File: config.mk
export PLATFORM = sky130hd
export DESIGN_NAME = dtsl_top
export DESIGN_NICKNAME = d
export VERILOG_FILES = /design/src/dtsl_pkg.sv /design/src/dtsl_sync.sv /design/src/dtsl_top.sv
export VERILOG_INCLUDE_DIRS = /design/src
export SDC_FILE = /design/constraint.sdc
export NUM_CORES = 1
export LEC_CHECK = 0
export ABC_AREA = 1
export ABC_CLOCK_PERIOD_IN_PS = 3700
export BUFFER_PORTS_ARGS = -buffer_cell sky130_fd_sc_hd__buf_2
export CORE_ASPECT_RATIO = 1.2
export CORE_UTILIZATION = 54
export DETAILED_ROUTE_END_ITERATION = 7
export GPL_ROUTABILITY_DRIVEN = 0
export PLACE_DENSITY = 0.88
export SLEW_MARGIN = 20
export SYNTH_ARGS = -nofsm -noshare
export SYNTH_HDL_FRONTEND = slang
export SYNTH_HIERARCHICAL = 1
export SYNTH_SLANG_ARGS = --single-unit
File: constraint.sdc
create_clock -name ref_clk_i -period 3.7 [get_ports ref_clk_i]
set_clock_uncertainty 0.15 [all_clocks]
set_input_delay 0.74 -clock ref_clk_i [delete_from_list [all_inputs] [get_ports ref_clk_i]]
set_output_delay 0.74 -clock ref_clk_i [all_outputs]
set_load 0.02 [all_outputs]
File: src/dtsl_defs.svh
/*
 debug trigger and status logic: register offsets, field positions,
 reset values and counts.
 assumes: included by the synchroniser, top and testbench files by bare name.
*/
`ifndef DTSL_DEFS_SVH
`define DTSL_DEFS_SVH

`define DTSL_OFF_CTRL        12'h000
`define DTSL_OFF_TRIG        12'h004
`define DTSL_OFF_STAT        12'h008
`define DTSL_OFF_TRCH        12'h00C
`define DTSL_OFF_TRCL        12'h010
`define DTSL_OFF_CMPA        12'h014
`define DTSL_OFF_CMPB        12'h018

`define DTSL_CTRL_EN_BIT     7
`define DTSL_CTRL_ARM_BIT    6
`define DTSL_CTRL_BRK_BIT    4
`define DTSL_TRIG_TYPE_BIT   7
`define DTSL_TRIG_BEGIN_BIT  6
`define DTSL_TRIG_MASK       8'hCF
`define DTSL_STAT_AF_BIT     7
`define DTSL_STAT_BF_BIT     6
`define DTSL_STAT_ARMED_STATUS_FLAG_BIT   5

`define DTSL_RST_BYTE        8'h00
`define DTSL_RST_ADDR        16'h0000
`define DTSL_DEPTH           4'h8
`define DTSL_SYNC_RST        2'h0

`endif

File: src/dtsl_pkg.sv
/*
 types for the debug trigger and status logic.
 assumes: nothing beyond the defines header.
*/
package dtsl_pkg;
    typedef enum logic [3:0] {
        DTSL_M_A_ONLY, DTSL_M_A_OR_B, DTSL_M_A_THEN_B, DTSL_M_EV_B,
        DTSL_M_A_THEN_EV_B, DTSL_M_A_AND_B, DTSL_M_A_NOT_B,
        DTSL_M_INSIDE, DTSL_M_OUTSIDE, DTSL_M_NONE9, DTSL_M_NONE10,
        DTSL_M_NONE11, DTSL_M_NONE12, DTSL_M_NONE13, DTSL_M_NONE14,
        DTSL_M_NONE15
    } dtsl_mode_t;

    typedef enum logic [1:0] {
        DTSL_IDLE,
        DTSL_WAIT_A,
        DTSL_CAPTURE
    } dtsl_run_t;
endpackage : dtsl_pkg

File: src/dtsl_sync.sv
/*
 three-stage synchroniser for a pin-level input; change seen once
 stages two and three agree.
 assumes: one clock, async active-low reset, clock enable.
*/
`timescale 1ns/1ps
`include "dtsl_defs.svh"
module dtsl_sync
    import dtsl_pkg::*;
(
    input  wire logic ref_clk_i,
    input  wire logic rstn_i,
    input  wire logic clk_en_i,
    input  wire logic async_i,
    output logic      level_o
);
    typedef struct packed {
        logic [2:0] stg;
        logic       lvl;
    } dtsl_sync_st_t;

    dtsl_sync_st_t s_q, s_d;

    always_comb begin
        s_d     = s_q;
        // first stage only feeds the second
        s_d.stg = {s_q.stg[1:0], async_i};
        if (s_q.stg[2] == s_q.stg[1]) begin
            s_d.lvl = s_q.stg[1];
        end
    end

    always_ff @(posedge ref_clk_i or negedge rstn_i) begin
        if (!rstn_i) begin
            s_q <= '0;
        end else if (clk_en_i) begin
            s_q <= s_d;
        end
    end

    assign level_o = s_q.lvl;
endmodule : dtsl_sync

File: src/dtsl_top.sv
/*
 debug trigger and status logic: APB register slave, trigger mode
 decode, match flags, arm state, valid word count and break request.
 assumes: cpu bus strobes are on ref_clk_i; the secure strap comes
 from a pin; the trace store itself lives outside.
*/
// Added by the designer: the APB register port and the placing of the registers.
// Behaviour
// - trigger config always readable, written only while not armed
// - config bits 4 and 5 read zero, writes ignored
// - type bit 7 set: trigger only when matched opcode executes
// - begin bit 6: 0 circular until trigger, 1 trigger starts storage; code also starts it once match flag A or B is set
// - event-only modes ignore begin bit, always begin trace
// - modes 0 to 4: A, A or B, A then B, event B, A then event B
// - modes 5 to 8: A and B, A not B, inside range, outside range
// - mode codes 9 to 15 never trigger
// - match A flag clears at run start, sets on A match
// - match B flag clears at run start, sets on B match
// - armed flag mirrors arm bit while enabled; writing 1 sets it
// - run ends on full in begin trace, on trigger in end trace
// - writing 0 to arm or enable stops the run, clears armed
// - valid count clears at run start, counts words up to eight
// - count not decremented by reads; host counts its own reads
// - status register read-only, writes change nothing
// - low byte read advances buffer, high byte read does not
// - enable bit cannot be set while device is secured
// - break on trigger in end trace, on full in begin trace
`timescale 1ns/1ps
`include "dtsl_defs.svh"
module dtsl_top
    import dtsl_pkg::*;
#(
    parameter int AW = 16
) (
    input  wire logic          ref_clk_i,
    input  wire logic          rstn_i,
    input  wire logic          clk_en_i,
    input  wire logic          psel,
    input  wire logic          penable,
    input  wire logic          pwrite,
    input  wire logic [11:0]   paddr,
    input  wire logic [31:0]   pwdata,
    output logic      [31:0]   prdata,
    output logic               pready,
    output logic               pslverr,
    input  wire logic          secure_i,
    input  wire logic          bus_valid_i,
    input  wire logic [AW-1:0] bus_addr_i,
    input  wire logic          opcode_exec_i,
    input  wire logic [AW-1:0] exec_addr_i,
    input  wire logic          store_i,
    input  wire logic [15:0]   trace_word_i,
    output logic               trace_advance_o,
    output logic               trace_store_o,
    output logic               break_req_o,
    output logic               armed_o
);
    //////////////////////////////////////////////////////////////////////
    typedef struct packed {
        logic [7:0]    ctrl;
        logic [7:0]    trig;
        logic          af;
        logic          bf;
        logic          armed_status_flag;
        logic [3:0]    cnt;
        logic [AW-1:0] cmpa;
        logic [AW-1:0] cmpb;
        dtsl_run_t     run;
        logic [31:0]   rdata;
        logic          ready;
        logic          err;
        logic          adv;
        logic          stor;
        logic          brk;
    } dtsl_st_t;

    dtsl_st_t s_q, s_d;
    logic     secure_s;

    dtsl_sync u_sec (
        .ref_clk_i (ref_clk_i),
        .rstn_i    (rstn_i),
        .clk_en_i  (clk_en_i),
        .async_i   (secure_i),
        .level_o   (secure_s)
    );

    // event-only modes force a begin trace whatever the begin bit
    function automatic logic is_event_mode(input logic [3:0] m);
        return m == DTSL_M_EV_B || m == DTSL_M_A_THEN_EV_B;
    endfunction : is_event_mode

    function automatic logic hit(input logic [AW-1:0] a,
                                 input logic [AW-1:0] c);
        return a == c;
    endfunction : hit

    //////////////////////////////////////////////////////////////////////
    logic          acc, wr, rd, seen_a, seen_b, qual, trig_ev;
    logic          begin_tr, full, stop, wr_ctrl;
    logic [AW-1:0] qa;
    logic [7:0]    nctrl;

    always_comb begin
        s_d     = s_q;
        acc     = psel && penable && s_q.ready;
        wr      = acc && pwrite;
        // read data and error load with ready so they stand beside it
        rd      = psel && penable && !s_q.ready;
        wr_ctrl = wr && paddr == `DTSL_OFF_CTRL;
        s_d.adv  = 1'b0;
        s_d.stor = 1'b0;
        s_d.brk  = 1'b0;
        // one wait state: ready rises at the end of the first access cycle
        s_d.ready = psel && penable && !s_q.ready;
        s_d.err   = 1'b0;
        // tagged trigger qualifies on executed opcode address
        qual = s_q.trig[`DTSL_TRIG_TYPE_BIT] ? opcode_exec_i : bus_valid_i;
        qa   = s_q.trig[`DTSL_TRIG_TYPE_BIT] ? exec_addr_i : bus_addr_i;
        seen_a = qual && hit(qa, s_q.cmpa);
        seen_b = qual && hit(qa, s_q.cmpb);
        trig_ev = 1'b0;
        unique case (dtsl_mode_t'(s_q.trig[3:0]))
            DTSL_M_A_ONLY:      trig_ev = seen_a;
            DTSL_M_A_OR_B:      trig_ev = seen_a || seen_b;
            DTSL_M_A_THEN_B,
            DTSL_M_A_THEN_EV_B: trig_ev = s_q.run == DTSL_WAIT_A ? 1'b0
                                          : seen_b;
            DTSL_M_EV_B:        trig_ev = seen_b;
            DTSL_M_A_AND_B:     trig_ev = seen_a && seen_b;
            DTSL_M_A_NOT_B:     trig_ev = seen_a && !seen_b;
            DTSL_M_INSIDE:      trig_ev = qual && qa >= s_q.cmpa
                                          && qa <= s_q.cmpb;
            DTSL_M_OUTSIDE:     trig_ev = qual && (qa < s_q.cmpa
                                          || qa > s_q.cmpb);
            default:            trig_ev = 1'b0;
        endcase
        begin_tr = s_q.trig[`DTSL_TRIG_BEGIN_BIT]
                   || is_event_mode(s_q.trig[3:0]);
        full = s_q.cnt == `DTSL_DEPTH;
        stop = 1'b0;

        // sticky while armed, cleared at run start below
        if (s_q.armed_status_flag && seen_a) begin
            s_d.af = 1'b1;
        end
        if (s_q.armed_status_flag && seen_b) begin
            s_d.bf = 1'b1;
        end

        unique case (s_q.run)
            DTSL_IDLE: begin
            end
            DTSL_WAIT_A: begin
                if (seen_a) begin
                    s_d.run = DTSL_CAPTURE;
                end
            end
            DTSL_CAPTURE: begin
                if (begin_tr) begin
                    if (s_q.af || s_q.bf || trig_ev || s_q.stor) begin
                        s_d.stor = store_i && !full;
                    end
                    if (s_q.stor && !full) begin
                        s_d.cnt = s_q.cnt + 4'h1;
                    end
                    if (full) begin
                        stop    = 1'b1;
                        s_d.brk = s_q.ctrl[`DTSL_CTRL_BRK_BIT];
                    end
                end else begin
                    // circular fill, count saturates at depth
                    s_d.stor = store_i;
                    if (s_q.stor && !full) begin
                        s_d.cnt = s_q.cnt + 4'h1;
                    end
                    if (trig_ev) begin
                        stop    = 1'b1;
                        s_d.brk = s_q.ctrl[`DTSL_CTRL_BRK_BIT];
                    end
                end
            end
        endcase
        if (stop) begin
            s_d.run = DTSL_IDLE;
            s_d.stor = 1'b0;
            s_d.ctrl[`DTSL_CTRL_ARM_BIT] = 1'b0;
            s_d.armed_status_flag = 1'b0;
        end

        //////////////////////////////////////////////////////////////////
        if (wr_ctrl) begin
            nctrl = pwdata[7:0];
            if (secure_s && !s_q.ctrl[`DTSL_CTRL_EN_BIT]) begin
                nctrl[`DTSL_CTRL_EN_BIT] = 1'b0;
            end
            if (!nctrl[`DTSL_CTRL_EN_BIT]) begin
                nctrl[`DTSL_CTRL_ARM_BIT] = 1'b0;
            end
            s_d.ctrl = nctrl;
            if (!nctrl[`DTSL_CTRL_ARM_BIT]) begin
                s_d.armed_status_flag = 1'b0;
                s_d.run  = DTSL_IDLE;
                s_d.stor = 1'b0;
            end else if (!s_q.armed_status_flag) begin
                s_d.armed_status_flag = 1'b1;
                s_d.af   = 1'b0;
                s_d.bf   = 1'b0;
                s_d.cnt  = 4'h0;
                s_d.run  = (s_q.trig[3:0] == 4'h2
                            || s_q.trig[3:0] == 4'h4)
                           ? DTSL_WAIT_A : DTSL_CAPTURE;
            end
        end else begin
            nctrl = s_q.ctrl;
        end
        if (wr && paddr == `DTSL_OFF_TRIG && !s_q.ctrl[`DTSL_CTRL_ARM_BIT]) begin
            s_d.trig = pwdata[7:0] & `DTSL_TRIG_MASK;
        end
        if (wr && paddr == `DTSL_OFF_CMPA && !s_q.armed_status_flag) begin
            s_d.cmpa = pwdata[AW-1:0];
        end
        if (wr && paddr == `DTSL_OFF_CMPB && !s_q.armed_status_flag) begin
            s_d.cmpb = pwdata[AW-1:0];
        end

        // status offset has no write path
        if (rd && !pwrite) begin
            s_d.rdata = 32'h0000_0000;
            unique case (paddr)
                `DTSL_OFF_CTRL: s_d.rdata[7:0] = s_q.ctrl;
                `DTSL_OFF_TRIG: s_d.rdata[7:0] = s_q.trig;
                `DTSL_OFF_STAT: s_d.rdata[7:0] = {s_q.af, s_q.bf, s_q.armed_status_flag,
                                                  1'b0, s_q.cnt};
                `DTSL_OFF_TRCH: s_d.rdata[7:0] = trace_word_i[15:8];
                `DTSL_OFF_TRCL: begin
                    s_d.rdata[7:0] = trace_word_i[7:0];
                    s_d.adv = 1'b1;
                end
                `DTSL_OFF_CMPA: s_d.rdata[AW-1:0] = s_q.cmpa;
                `DTSL_OFF_CMPB: s_d.rdata[AW-1:0] = s_q.cmpb;
                default:        s_d.err = 1'b1;
            endcase
        end else if (rd) begin
            unique case (paddr)
                `DTSL_OFF_CTRL, `DTSL_OFF_TRIG, `DTSL_OFF_STAT,
                `DTSL_OFF_TRCH, `DTSL_OFF_TRCL, `DTSL_OFF_CMPA,
                `DTSL_OFF_CMPB: s_d.err = 1'b0;
                default:        s_d.err = 1'b1;
            endcase
        end
        // new enable value, so enable and arm written together still arm
        if (!s_d.ctrl[`DTSL_CTRL_EN_BIT]) begin
            s_d.armed_status_flag = 1'b0;
        end
    end

    always_ff @(posedge ref_clk_i or negedge rstn_i) begin
        if (!rstn_i) begin
            s_q <= '0;
        end else if (clk_en_i) begin
            s_q <= s_d;
        end
    end

    //////////////////////////////////////////////////////////////////////
    assign prdata          = s_q.rdata;
    assign pready          = s_q.ready;
    assign pslverr         = s_q.err;
    assign trace_advance_o = s_q.adv;
    assign trace_store_o   = s_q.stor;
    assign break_req_o     = s_q.brk;
    assign armed_o         = s_q.armed_status_flag;
endmodule : dtsl_top

=== Word level (Yosys, flattened, before mapping) ===
Cells that the tools add are included.

* Add/subtract/negate cells: 1
* Bitwise gates (word level): 0
* Div/mod/pow operators: 0
* Reduce and logical (&&, ||, !) cells: 51
* Order comparisons: 4
* Muxes and demuxes: 47
* Shift operators: 0
* Equality and inequality tests: 20
* Multiply operators: 0

{| class="wikitable"
|+ Operator list
! operator !! count
|-
| case mux 8 bit (7 select lines) || 1
|-
| == test 12 x 5 -> 1 bit, second input constant || 3
|-
| == test 16 bit || 2
|-
| two-way mux 1 bit || 27
|-
| == test 12 x 4 -> 1 bit, second input constant || 2
|-
| logical AND 1 bit || 24
|-
| two-way mux 2 bit || 10
|-
| == test 4 x 3 -> 1 bit, second input constant || 4
|-
| >= comparator 16 bit || 1
|-
| greater-than comparator 16 bit || 1
|-
| <= comparator 16 bit || 1
|-
| less-than comparator 16 bit || 1
|-
| two-way mux 16 bit || 1
|-
| case mux 8 bit (2 select lines) || 1
|-
| two-way mux 7 bit || 2
|-
| AND reduction 2 bit || 7
|-
| == test 12 x 3 -> 1 bit, second input constant || 1
|-
| zero test 12 bit || 1
|-
| two-way mux 4 bit || 3
|-
| == test 4 x 2 -> 1 bit, second input constant || 2
|-
| == test 4 bit, second input constant || 2
|-
| logical OR 1 bit || 8
|-
| two-way mux 8 bit || 1
|-
| case mux 1 bit (8 select lines) || 1
|-
| other kinds (10) || 16
|}

* Bits in registers: 80
* Bits in latches: 0
* Memories: 0
* Input bits: 102
* Memory bits (read-only): 0
* Output and inout bits: 38
* RAM bits: 0
* Logic and storage cells: 142

=== Depth between registers and ports, before layout ===
Gate-level depths: netlist of run 1.

* Depth in word-level cells: 14
* Mapped depth: 22

=== Modules after synthesis ===
The synthesis of run 1 kept the hierarchy.

{| class="wikitable"
|+ Modules (own cells, without submodules)
! module !! seq. area each (sq um) !! area an instance (sq um) !! times used !! cells an instance
|-
| dtsl_top || 1901.8 || 5142.4 || 1 || 694
|-
| dtsl_sync || 100.1 || 160.2 || 1 || 19
|}

=== Least setup slack after synthesis of run 1 ===
Ideal clock, no wire load.

* Kind: register -> register
* Start point: reg s_q[85] (netlist bit)
* End point: reg s_q, in the netlist trace_store_o
* Data required time: 3.433 ns
* Setup time: 0.117 ns
* Data arrival time: 2.623 ns
* Path slack: 0.809 ns
* Period minus slack after synthesis: 2.891 ns
* Stages on the path, launching flop included: 18
* Cell sequence: dfrtp_1 > buf_6 > clkbuf_1 > mux2_2 > ha_1 > nand2_1 > nor2_1 > nand2_1 > nor2_4 > nand3b_1 > nand3_1 > nand2_1 > nor2_2 > nand3_1 > o21ai_0 > nand2_1 > nand3_1 > nand2_1

* Longest elaborated chain between the ends: 14
* Elaborated cells between the ends (all ways): 31
* Those cells by class: order compare (4); eq/ne (2); mux (13); reduce/logical (12)

{| class="wikitable"
|+ RTL lines
! item !! line !! RTL
|-
| start, declared || dtsl_top.sv:77 || <nowiki>dtsl_st_t s_q, s_d;</nowiki>
|-
| start signal, assigned || dtsl_top.sv:260 || <nowiki>s_q <= '0;</nowiki>
|-
| start signal, assigned || dtsl_top.sv:262 || <nowiki>s_q <= s_d;</nowiki>
|-
| branches (longest 5 deep; another with less-than comparator 16 bit) || n/a ||
|-
| case mux 1 bit (8 select lines) * || dtsl_top.sv:123 || <nowiki>unique case (dtsl_mode_t'(s_q.trig[3:0]))</nowiki>
|-
| logical OR 1 bit (2 in series) || dtsl_top.sv:161 || <nowiki>if (s_q.af || s_q.bf || trig_ev || s_q.stor) begin</nowiki>
|-
| two-way mux 1 bit || dtsl_top.sv:161 ||
|-
| two-way mux 2 bit || dtsl_top.sv:160 || <nowiki>if (begin_tr) begin</nowiki>
|-
| two-way mux 2 bit || dtsl_top.sv:151 || <nowiki>unique case (s_q.run)</nowiki>
|-
| two-way mux 1 bit * || dtsl_top.sv:184 || <nowiki>if (stop) begin</nowiki>
|-
| two-way mux 1 bit || dtsl_top.sv:201 || <nowiki>if (!nctrl[`DTSL_CTRL_ARM_BIT]) begin</nowiki>
|-
| two-way mux 1 bit * || dtsl_top.sv:192 || <nowiki>if (wr_ctrl) begin</nowiki>
|}

Mark *: on every way between the ends.
A chain may end at the register's enable or synchronous reset.

=== Worst setup path in the final report of run 1 ===
* Start point: reg s_q[85] (netlist bit)
* End point: reg s_q[92] (netlist bit)

* Longest elaborated chain between the ends: 11
* Elaborated cells between the ends (all ways): 25
* Those cells by class: order compare (4); eq/ne (2); mux (7); reduce/logical (12)

{| class="wikitable"
|+ RTL lines
! item !! line !! RTL
|-
| branches (longest 5 deep; another with less-than comparator 16 bit) || n/a ||
|-
| case mux 1 bit (8 select lines) * || dtsl_top.sv:123 ||
|-
| two-way mux 1 bit * || dtsl_top.sv:177 || <nowiki>if (trig_ev) begin</nowiki>
|-
| two-way mux 1 bit * || dtsl_top.sv:160 ||
|-
| two-way mux 1 bit * || dtsl_top.sv:151 ||
|-
| nonzero test 2 bit (no source line) * || n/a ||
|-
| AND reduction 2 bit (no source line) * || n/a ||
|}

Marks and branches as above.

==> results of run 1 <==
==> layout by cell type, fill, tap and decap left out, types with 3 or more instances in the layout <==
cell type / synthesis / routed
nor2_2: 4 / 4
nand4_1: 7 / 7
nor4_1: 7 / 7
o21ai_0: 66 / 66
conb_1: 1 / 16
clkbuf_16: 0 / 9
nor3_1: 5 / 5
inv_2: 3 / 3
buf_2: 1 / 106
nand3_1: 47 / 47
ha_1: 34 / 34
nand2_1: 182 / 182
nor2_1: 41 / 41
a21oi_1: 17 / 17
o21ai_1: 4 / 4
buf_4: 33 / 5
o22ai_1: 19 / 19
inv_1: 105 / 105
dfrtp_1: 80 / 80
clkbuf_8: 0 / 4
nand2_2: 4 / 4
mux2_2: 15 / 15
==> through the flow <==
stage / cells / utilization / worst slack, ns / power [µW] / hold slack (ns)
floorplan: 728 / - / 0.809 / 1120 / 0.294
global placement: 913 / 0.606 / 0.475 / 1210 / 0.309
detailed placement: 913 / 0.606 / 0.410 / 1220 / 0.311
CTS: 929 / 0.639 / 0.358 / 2140 / 0.326
global route: 929 / 0.639 / 0.0724 / 2230 / 0.352
finish: 929 / 0.639 / 0.324 / 2140 / 0.323
==> worst max-delay path: stages, from the launching register on <==
cell and delay (ns):
dfrtp_1 0.91, mux2_2 0.46, ha_1 0.33, nand2_1 0.07
nor2_1 0.14, nand2_1 0.12, nor2_2 0.22, nand2_1 0.11
nor2_1 0.11, nand3_1 0.07, nand2_1 0.07, nor2_2 0.05
nand4_2 0.10, nand2_2 0.09, nand2_2 0.08, nand2_2 0.06
nand2_1 0.07, o21ai_1 0.06
==> cells by family after synthesis <==
group           synth area share
simple gates               0.248
buf+inv                    0.136
compound gates             0.123
flops                      0.378
fa+ha+maj                 0.0802
mux                       0.0337
other cells             0.000707
==> final cells by class <==
| type | instances | share of cell area |
|---|---|---|
| clock inverters | 2 | 0.00576 |
| flip-flops and latches | 80 | 0.329 |
| repair buffers | 111 | 0.0934 |
| clock buffers | 14 | 0.0467 |
| inverters | 108 | 0.0666 |
| well taps | 123 | 0.0253 |
| multi-input cells | 491 | 0.433 |
==> state kept, by name, summed over array words and instances (netlist names) <==
name and count:
s_q 54, prdata 16, u_sec/s_d 2, armed_o 1, break_req_o 1, pready 1, pslverr 1, trace_advance_o 1
trace_store_o 1, u_sec/level_o 1, u_sec/s_q 1
==> worst max-delay path by stage <==
| stage | cells past startpoint | slack (ns) | start | end |
|---|---|---|---|---|
| final | 17 | 0.32 | s_q[85] | s_q[92] |
| after global routing | 17 | 0.07 | s_q[85] | s_q[92] |
| after CTS | 17 | 0.36 | s_q[85] | s_q[92] |
| after detailed placement | 17 | 0.41 | s_q[85] | s_q[92] |
| after global placement | 17 | 0.47 | s_q[85] | s_q[92] |
| after floorplan | 17 | 0.81 | s_q[85] | trace_store_o |
==> layer usage <==
metal	global-route usage	wire [µm]
met5	0	0
met4	0.159	536
met3	0.0489	889
met2	0.440	6200
met1	0.343	5660
==> power groups by stage <==
stage / Clock (µW) / Sequential, µW / Combinational (µW)
2_1_floorplan: 0 / 947 / 178
3_3_place_gp: 0 / 948 / 263
3_5_place_dp: 0 / 950 / 273
4_1_cts: 930 / 935 / 278
5_1_grt: 974 / 938 / 315
6_report: 925 / 936 / 278
==> flow_summary.toml, run 1 <==
[status]
status = "finished, final reports clean"

[worst_setup_path]
worstReg2RegStart = "s_q[85]"
critPathKind = "reg2reg"
end_kind = "flop"
timing.reg2reg.worst_path_depth = 17
timing.reg2reg.setup_slack_ns = 0.32
cp_max_fo = 18
crit-reg2reg-capture = "s_q[92]"
cp.required_ns = 3.77
cp-start-kind = "flop"
critPathArrivalTime_ns = 3.45

[power]
netSwitchingPower_uw = 527
power.share.sequential = 0.437
internal-power_uw = 1610
p_sw_frac = 0.246
p_clk_frac = 0.433
power.share.combinational = 0.130
vdd_ir_drop_max_mv = 0.213
power_leakage_uw = 0.00313
power_per_standard_cell_area_nw_per_um2 = 352

[grt]
antenna_violations_before_repair = 0
wire_length_of_the_first_global_routing_pass_um = 21900
grt_use_total = 0.274
grt_overflow = 0
grt_max_degree = 81
first_global_vias = 4774

[timing]
timing.slew.headroom = 0.343
timing_hold_violations_final = 0
min_period_over_period = 0.913
tightest_slew_ns = 0.985
grt_setup_unrepaired = "no"
fin_setup_tns_ns = 0
min_period_ns = 3.38
drv_slew = 0
finalSetupViolCount = 0
timing.fmax_mhz = 296

[yosys]
synth.cell_area_um2 = 5300
yosys.cell_types.count = 40
synth-seq-area-share = 0.378
synth_most_common_cell = "nand2_1"
synth-main-ff-cell = "dfrtp_1"
synth_top_area_cell = "dfrtp_1"
synth-warning-count = 6
synth.avg_cell_area_um2 = 7.44
leading_post_synthesis_cells_by_instance_count = "182 x nand2_1, 105 x inv_1, 80 x dfrtp_1, 66 x o21ai_0, 47 x nand3_1"
post-synth-top-area-fraction = 0.378
ys_top_cells_by_area = "dfrtp_1 38%, nand2_1 13%, ha_1 8.0%"
async_flop_share = 1.00
synth_register_bits = 80
syn_inst_count = 713
synth_enable_flop_cells = 0

[drt]
drt_antenna_net_count = 0
detail_route.wirelength_um = 13300
avgViaCountPerCell = 5.38
detail_route.iter0.violations = 330
post-route-drc-count = 0
wl_per_cell_um = 14.3
drt_pass1_iterations = 5
route.vias.total = 5001

[cells_and_area]
num_antenna_cells = 0
multi_input_area_um2 = 2640
drive_gt1_frac = 0.199
fill_cells = 832
areaGrowthSynthToFinish_pct = 14.7
num-nets-final = 937
design_area_um2 = 6080
regArea_um2 = 2000

[clock_tree]
worst_skew_pair.late_latency_ns = 0.34
postCtsSetupBuffers = 0
cts_max_path_buffers = 2
cts_buffers = 9
cts-htree-levels = 3
postCtsResizedCells = 0
cts_tree = "yes"
worst_setup_hold_path_clk_slew_ns = 0.06
cts_root_buf = "clkbuf_16"
cts.hold.buffers_added = 0
tritoncts_num_sinks = 80

[floorplanning]
die-height_um = 111
core_rows = 39
initial_utilization = 0.557
coreArea_um2 = 9520
floorplan.die_area_um2 = 10200
die_x_um = 92.5
design.portCount = 140

[min_path]
hold_start = "prdata[10]"
holdCritPathClass = "reg2reg"
timing.hold.worst_path_depth = 2
min_delay_worst_endpoint = "prdata[10]"

[placement]
dpl_cell_area_um2 = 5760
port_buffers = 107
post-dp-hpwl_um = 9810

[run]
drv.max_cap_violation_count = 0
Power figures use the tool's default switching activity.
==> inputs of run 2 (changes only) <==
- CTS_BUF_LIST: unset -> sky130_fd_sc_hd__clkbuf_16
==> run 2 against run 1 <==
Core utilization shrank 0.42 points. Cell area shrank 0.66%. Via count shrank 0.40%. Combinational power grew 1%. Clock power shrank 9.4%. Sequential share of layout area grew 0.22 points. Non-clock buffer count is the same. Largest cell class unchanged. Largest power group unchanged.
==> flow_summary.toml, run 2 (synthesized netlist as in run 1, its figures left out) <==
[clock_tree]
cts.hold.buffers_added = 0
postCtsResizedCells = 0
tritoncts_num_sinks = 80
cts_tree = "yes"
cts_max_path_buffers = 2
worst_skew_pair.late_latency_ns = 0.34
worst_setup_hold_path_clk_slew_ns = 0.06
cts-htree-levels = 3
cts_buffers = 9
postCtsSetupBuffers = 0
cts_root_buf = "clkbuf_16"

[cells_and_area]
num-nets-final = 937
regMostFlops = "s_q"
num_antenna_cells = 0
design_area_um2 = 6040
areaGrowthSynthToFinish_pct = 14.0
layout_commonest_cell = "nand2_1"
finish.cell_count_without_fillers = 929
drive_gt1_frac = 0.194
mostFrequentLayoutCells = "182 x nand2_1, 106 x inv_1, 106 x buf_2"
largest_reg_flops = 54
fill_cells = 842

[floorplanning]
coreArea_um2 = 9520
design.portCount = 140
initial_utilization = 0.557
die-height_um = 111
floorplan.die_area_um2 = 10200
die_x_um = 92.5
core_rows = 39

[timing]
min_period_ns = 3.39
timing.slew.headroom = 0.341
finalSetupViolCount = 0
grt_setup_unrepaired = "no"
drv_slew = 0
tightest_slew_ns = 0.989
min_period_over_period = 0.917
hold-worst-slack_ns = 0.322
timing_hold_violations_final = 0
fin_setup_tns_ns = 0
timing.fmax_mhz = 295

[worst_setup_path]
critPathArrivalTime_ns = 3.47
cp-start-kind = "flop"
critPathKind = "reg2reg"
cp_max_fo = 18
cp.required_ns = 3.77
end_kind = "flop"

[grt]
grt_overflow = 0
antenna_violations_before_repair = 0
wire_length_of_the_first_global_routing_pass_um = 21900
grt_max_degree = 81
first_global_vias = 4723
grt_use_total = 0.274

[power]
power_leakage_uw = 0.00311
power_per_standard_cell_area_nw_per_um2 = 340
final_power_uw = 2060
internal-power_uw = 1530
p_clk_frac = 0.408
netSwitchingPower_uw = 529
power.share.combinational = 0.137
power.share.sequential = 0.455
p_sw_frac = 0.258
vdd_ir_drop_max_mv = 0.213

[placement]
dpl.cell_count = 913
dpl_cell_area_um2 = 5760
post-dp-hpwl_um = 9810
port_buffers = 107

[drt]
detail_route.iter0.violations = 413
avgViaCountPerCell = 5.36
wl_per_cell_um = 14.3
drt_antenna_net_count = 0
detail_route.wirelength_um = 13300
route.vias.total = 4981
post-route-drc-count = 0
drt_pass1_iterations = 5

[min_path]
holdCritPathClass = "reg2reg"

[run]
drv.max_cap_violation_count = 0

[status]
status = "finished, final reports clean"
run 2: critical path, stage by stage (launching register included):
cell and delay (ns):
dfrtp_1 0.90, mux2_2 0.46, ha_1 0.33, nand2_1 0.07, nor2_1 0.14, nand2_1 0.12, nor2_2 0.22, nand2_1 0.12
nor2_1 0.11, nand3_1 0.07, nand2_1 0.07, nor2_2 0.04, nand4_2 0.10, nand2_2 0.09, nand2_2 0.08, nand2_2 0.06
nand2_1 0.07, o21ai_1 0.06
run 2: worst paths after layout:
path	start	to	slack, ns	cells past startpoint
setup / recovery	s_q[85]	s_q[92]	0.31	17
hold reg to reg	prdata[10]	prdata[10]	0.32	2
setup reg to reg	s_q[85]	s_q[92]	0.31	17
min in group asynchronous	rstn_i	pslverr	0.41	1
hold / removal	prdata[10]	prdata[10]	0.32	2
max in group asynchronous	rstn_i	prdata[8]	2.36	1
run 2: area by class of cell:
cell class,instances,area (µm²),area share
Clock buffer,9,225,0.0373
Timing Repair Buffer,111,568,0.0940
Clock inverter,7,53.8,0.00890
Multi-Input combinational cell,491,2640,0.436
Inverter,108,405,0.0671
Tap cell,123,154,0.0255
Sequential cell,80,2000,0.331
run 2: power groups by stage:
stage | sequential, µW | clock, µW | combinational (µW)
after floorplan | 947 | 0 | 178
after global placement | 948 | 0 | 263
after detailed placement | 950 | 0 | 273
after CTS | 935 | 841 | 280
after global routing | 939 | 885 | 317
final | 937 | 838 | 282
run 2: through the flow:
step           setup slack, ns   util
2_1_floorplan            0.809      -
3_3_place_gp             0.475  0.606
3_5_place_dp             0.410  0.606
4_1_cts                  0.358  0.635
5_1_grt                 0.0720  0.635
6_report                 0.306  0.635
run 2: layer usage:
| layer | wire, µm | track usage | share of wire |
|---|---|---|---|
| met1 | 5540 | 0.347 | 0.42 |
| met2 | 6270 | 0.442 | 0.47 |
| met3 | 972 | 0.0461 | 0.073 |
| met4 | 490 | 0.147 | 0.037 |
| met5 | 0 | 0 | 0 |
==> inputs of run 3 (changes only) <==
- SYNTH_HIERARCHICAL: 1 -> unset
==> run 3 against run 2 <==
Via count down 1.2%. Critical path depth unchanged. Setup slack better by 0.089 ns. Register-to-register slack better by 0.09 ns. Hold slack worse by 0.049 ns. Global-route usage down 0.27 points. Cell area up 1.6%. Clock power up 1%. Flip-flop and latch count unchanged. Synthesized cell count down 1.1%. Critical path type unchanged. Largest cell class unchanged. Highest routed layer unchanged.
==> flow_summary.toml, run 3 <==
[timing]
min_period_over_period = 0.893
drv_slew = 0
timing.fmax_mhz = 303
min_period_ns = 3.31
hold-worst-slack_ns = 0.273
finalSetupViolCount = 0
setup_slack_ns = 0.394
timing_hold_violations_final = 0
grt_setup_unrepaired = "no"
tightest_slew_ns = 0.868
fin_setup_tns_ns = 0
timing.slew.headroom = 0.422

[drt]
drt_antenna_net_count = 0
top_signal_layer_used = "met4"
detail_route.iter0.violations = 285
wl_met2_um = 6440
route.vias.total = 4923
drt_pass1_iterations = 5
detail_route.wirelength_um = 13200
routed_metal_1_wirelength_um = 5230
post-route-drc-count = 0
wl_per_cell_um = 14.3
met3_length_um = 901
avgViaCountPerCell = 5.34

[yosys]
synth_most_common_cell = "nand2_1"
leading_post_synthesis_cells_by_instance_count = "160 x nand2_1, 107 x inv_1, 80 x dfrtp_1, 58 x o21ai_0, 40 x nor2_1"
async_flop_share = 1.00
synth.cell_area_um2 = 5390
post-synth-top-area-fraction = 0.371
ys_top_cells_by_area = "dfrtp_1 37%, nand2_1 11%, ha_1 7.9%"
synth_enable_flop_cells = 0
synth-main-ff-cell = "dfrtp_1"
synth-warning-count = 0
synth.avg_cell_area_um2 = 7.65
syn_inst_count = 705
synth-seq-area-share = 0.371
synth_register_bits = 80
yosys.cell_types.count = 45
synth_top_area_cell = "dfrtp_1"

[grt]
first_global_vias = 4900
grt_use_total = 0.271
antenna_violations_before_repair = 0
wire_length_of_the_first_global_routing_pass_um = 21900
grt_overflow = 0
grt_max_degree = 81

[worst_setup_path]
critPathArrivalTime_ns = 3.38
worstPathBufferInverterCount = 0
critical_path.max_stage_delay_ns = 0.91
critPathKind = "reg2reg"
kind_of_cell_adding_the_most_delay_to_the_critical_path = "simple AND/OR/NAND/NOR gates"
critical_path.most_common_cell = "nand2_1"
cp-start-kind = "flop"
end_kind = "flop"
cp.required_ns = 3.78
cp_max_fo = 19
crit_path_top_delay_cell = "dfrtp_1"
critical_path.cell_chain = "mux2_2 > ha_1 > nand2_1 > nor2_1 > nand2_1 > nor2_4 > nand2_1 > nand2_1 > nand2_1 > o21bai_1 > nor2_2 > nand4_2 > nand2_2 > nand2_1 > nand2_1 > nand2_1 > o21ai_2"

[run]
drv.max_cap_violation_count = 0

[floorplanning]
design.portCount = 140
coreArea_um2 = 9610
die-height_um = 111
die_x_um = 93.2
core_rows = 39
floorplan.die_area_um2 = 10400
initial_utilization = 0.561

[cells_and_area]
multi_input_area_um2 = 2700
largest_reg_flops = 54
fill_cells = 854
design_area_um2 = 6140
drive_gt1_frac = 0.218
layout_commonest_cell = "nand2_1"
areaGrowthSynthToFinish_pct = 13.8
regArea_um2 = 2000
post-route-util = 0.639
regMostFlops = "s_q"
mostFrequentLayoutCells = "160 x nand2_1, 109 x inv_1, 106 x buf_2"
num_antenna_cells = 0
num-nets-final = 930

[placement]
pre_cts_slack_ns = 0.442
port_buffers = 107
post-dp-hpwl_um = 10000
dpl_cell_area_um2 = 5860

[clock_tree]
cts_buffers = 9
tritoncts_num_sinks = 80
cts.hold.buffers_added = 0
cts_tree = "yes"
cts_max_path_buffers = 2
postCtsSetupBuffers = 0
worst_setup_hold_path_clk_slew_ns = 0.06
cts_root_buf = "clkbuf_16"
worst_skew_pair.late_latency_ns = 0.34
postCtsResizedCells = 0
cts-htree-levels = 3

[power]
power.share.combinational = 0.163
power.share.sequential = 0.446
p_clk_frac = 0.391
internal-power_uw = 1580
power_leakage_uw = 0.00309
netSwitchingPower_uw = 595
p_sw_frac = 0.274
power_per_standard_cell_area_nw_per_um2 = 354
vdd_ir_drop_max_mv = 0.297

[status]
status = "finished, final reports clean"

[min_path]
holdCritPathClass = "in2async"
[run 3: cell types whose count changed after synthesis, sizes merged, moves of 7 or more]
cell / change
nand3: -16
o221ai: +8
o22ai: -8
nand2: -21
o21a: +9
inv: +8
o21ai: +7
[run 3: area by class of cell]
class	count	area share
clock buffer	9	0.0367
clock inverter	7	0.00896
inverter	118	0.0723
multi-input combinational	475	0.439
sequential	80	0.326
tap	123	0.0251
timing repair buffer	110	0.0919
[run 3: per-layer routing]
layer	GRT usage	vias up
met1	0.315	2231
met3	0.0560	47
met2	0.454	218
met4	0.164	0
li1	-	2427
met5	0	-
[run 3: path summary, 6_finish.rpt]
kind	start	to	slack, ns	depth (start not counted)
worst min-delay path	rstn_i	prdata[1]	0.27	1
worst max-delay path	s_q[85]	s_q[92]	0.39	17
max in group asynchronous	rstn_i	s_q[56]	2.60	1
worst max register to register	s_q[85]	s_q[92]	0.39	17
worst min register to register	u_sec.s_q[3]	u_sec.s_q[3]	0.33	2
min in group ref_clk_i	u_sec.s_q[3]	u_sec.s_q[3]	0.33	2
[run 3: power by group through the flow]
stage / clock network (µW) / registers, µW / logic (µW)
floorplan: 0 / 977 / 261
finish: 850 / 970 / 354
CTS: 862 / 970 / 356
global placement: 0 / 983 / 342
detailed placement: 0 / 985 / 354
global route: 903 / 977 / 397
[run 3: metrics by stage]
stage	power, µW	std cells
floorplan	1240	720
global placement	1320	906
detailed placement	1340	906
CTS	2190	922
global route	2280	922
finish	2170	922
[run 3: cell families (layout without fill, tap and decap cells)]
kind of cell    after synthesis  count (layout)  synth area share
simple gates                270             270             0.225
mux                          16              16            0.0332
flops                        80              80             0.371
other cells                   1              16          0.000695
fa+ha+maj                    34              34            0.0789
buf+inv                     165             244             0.139
compound gates              139             139             0.151
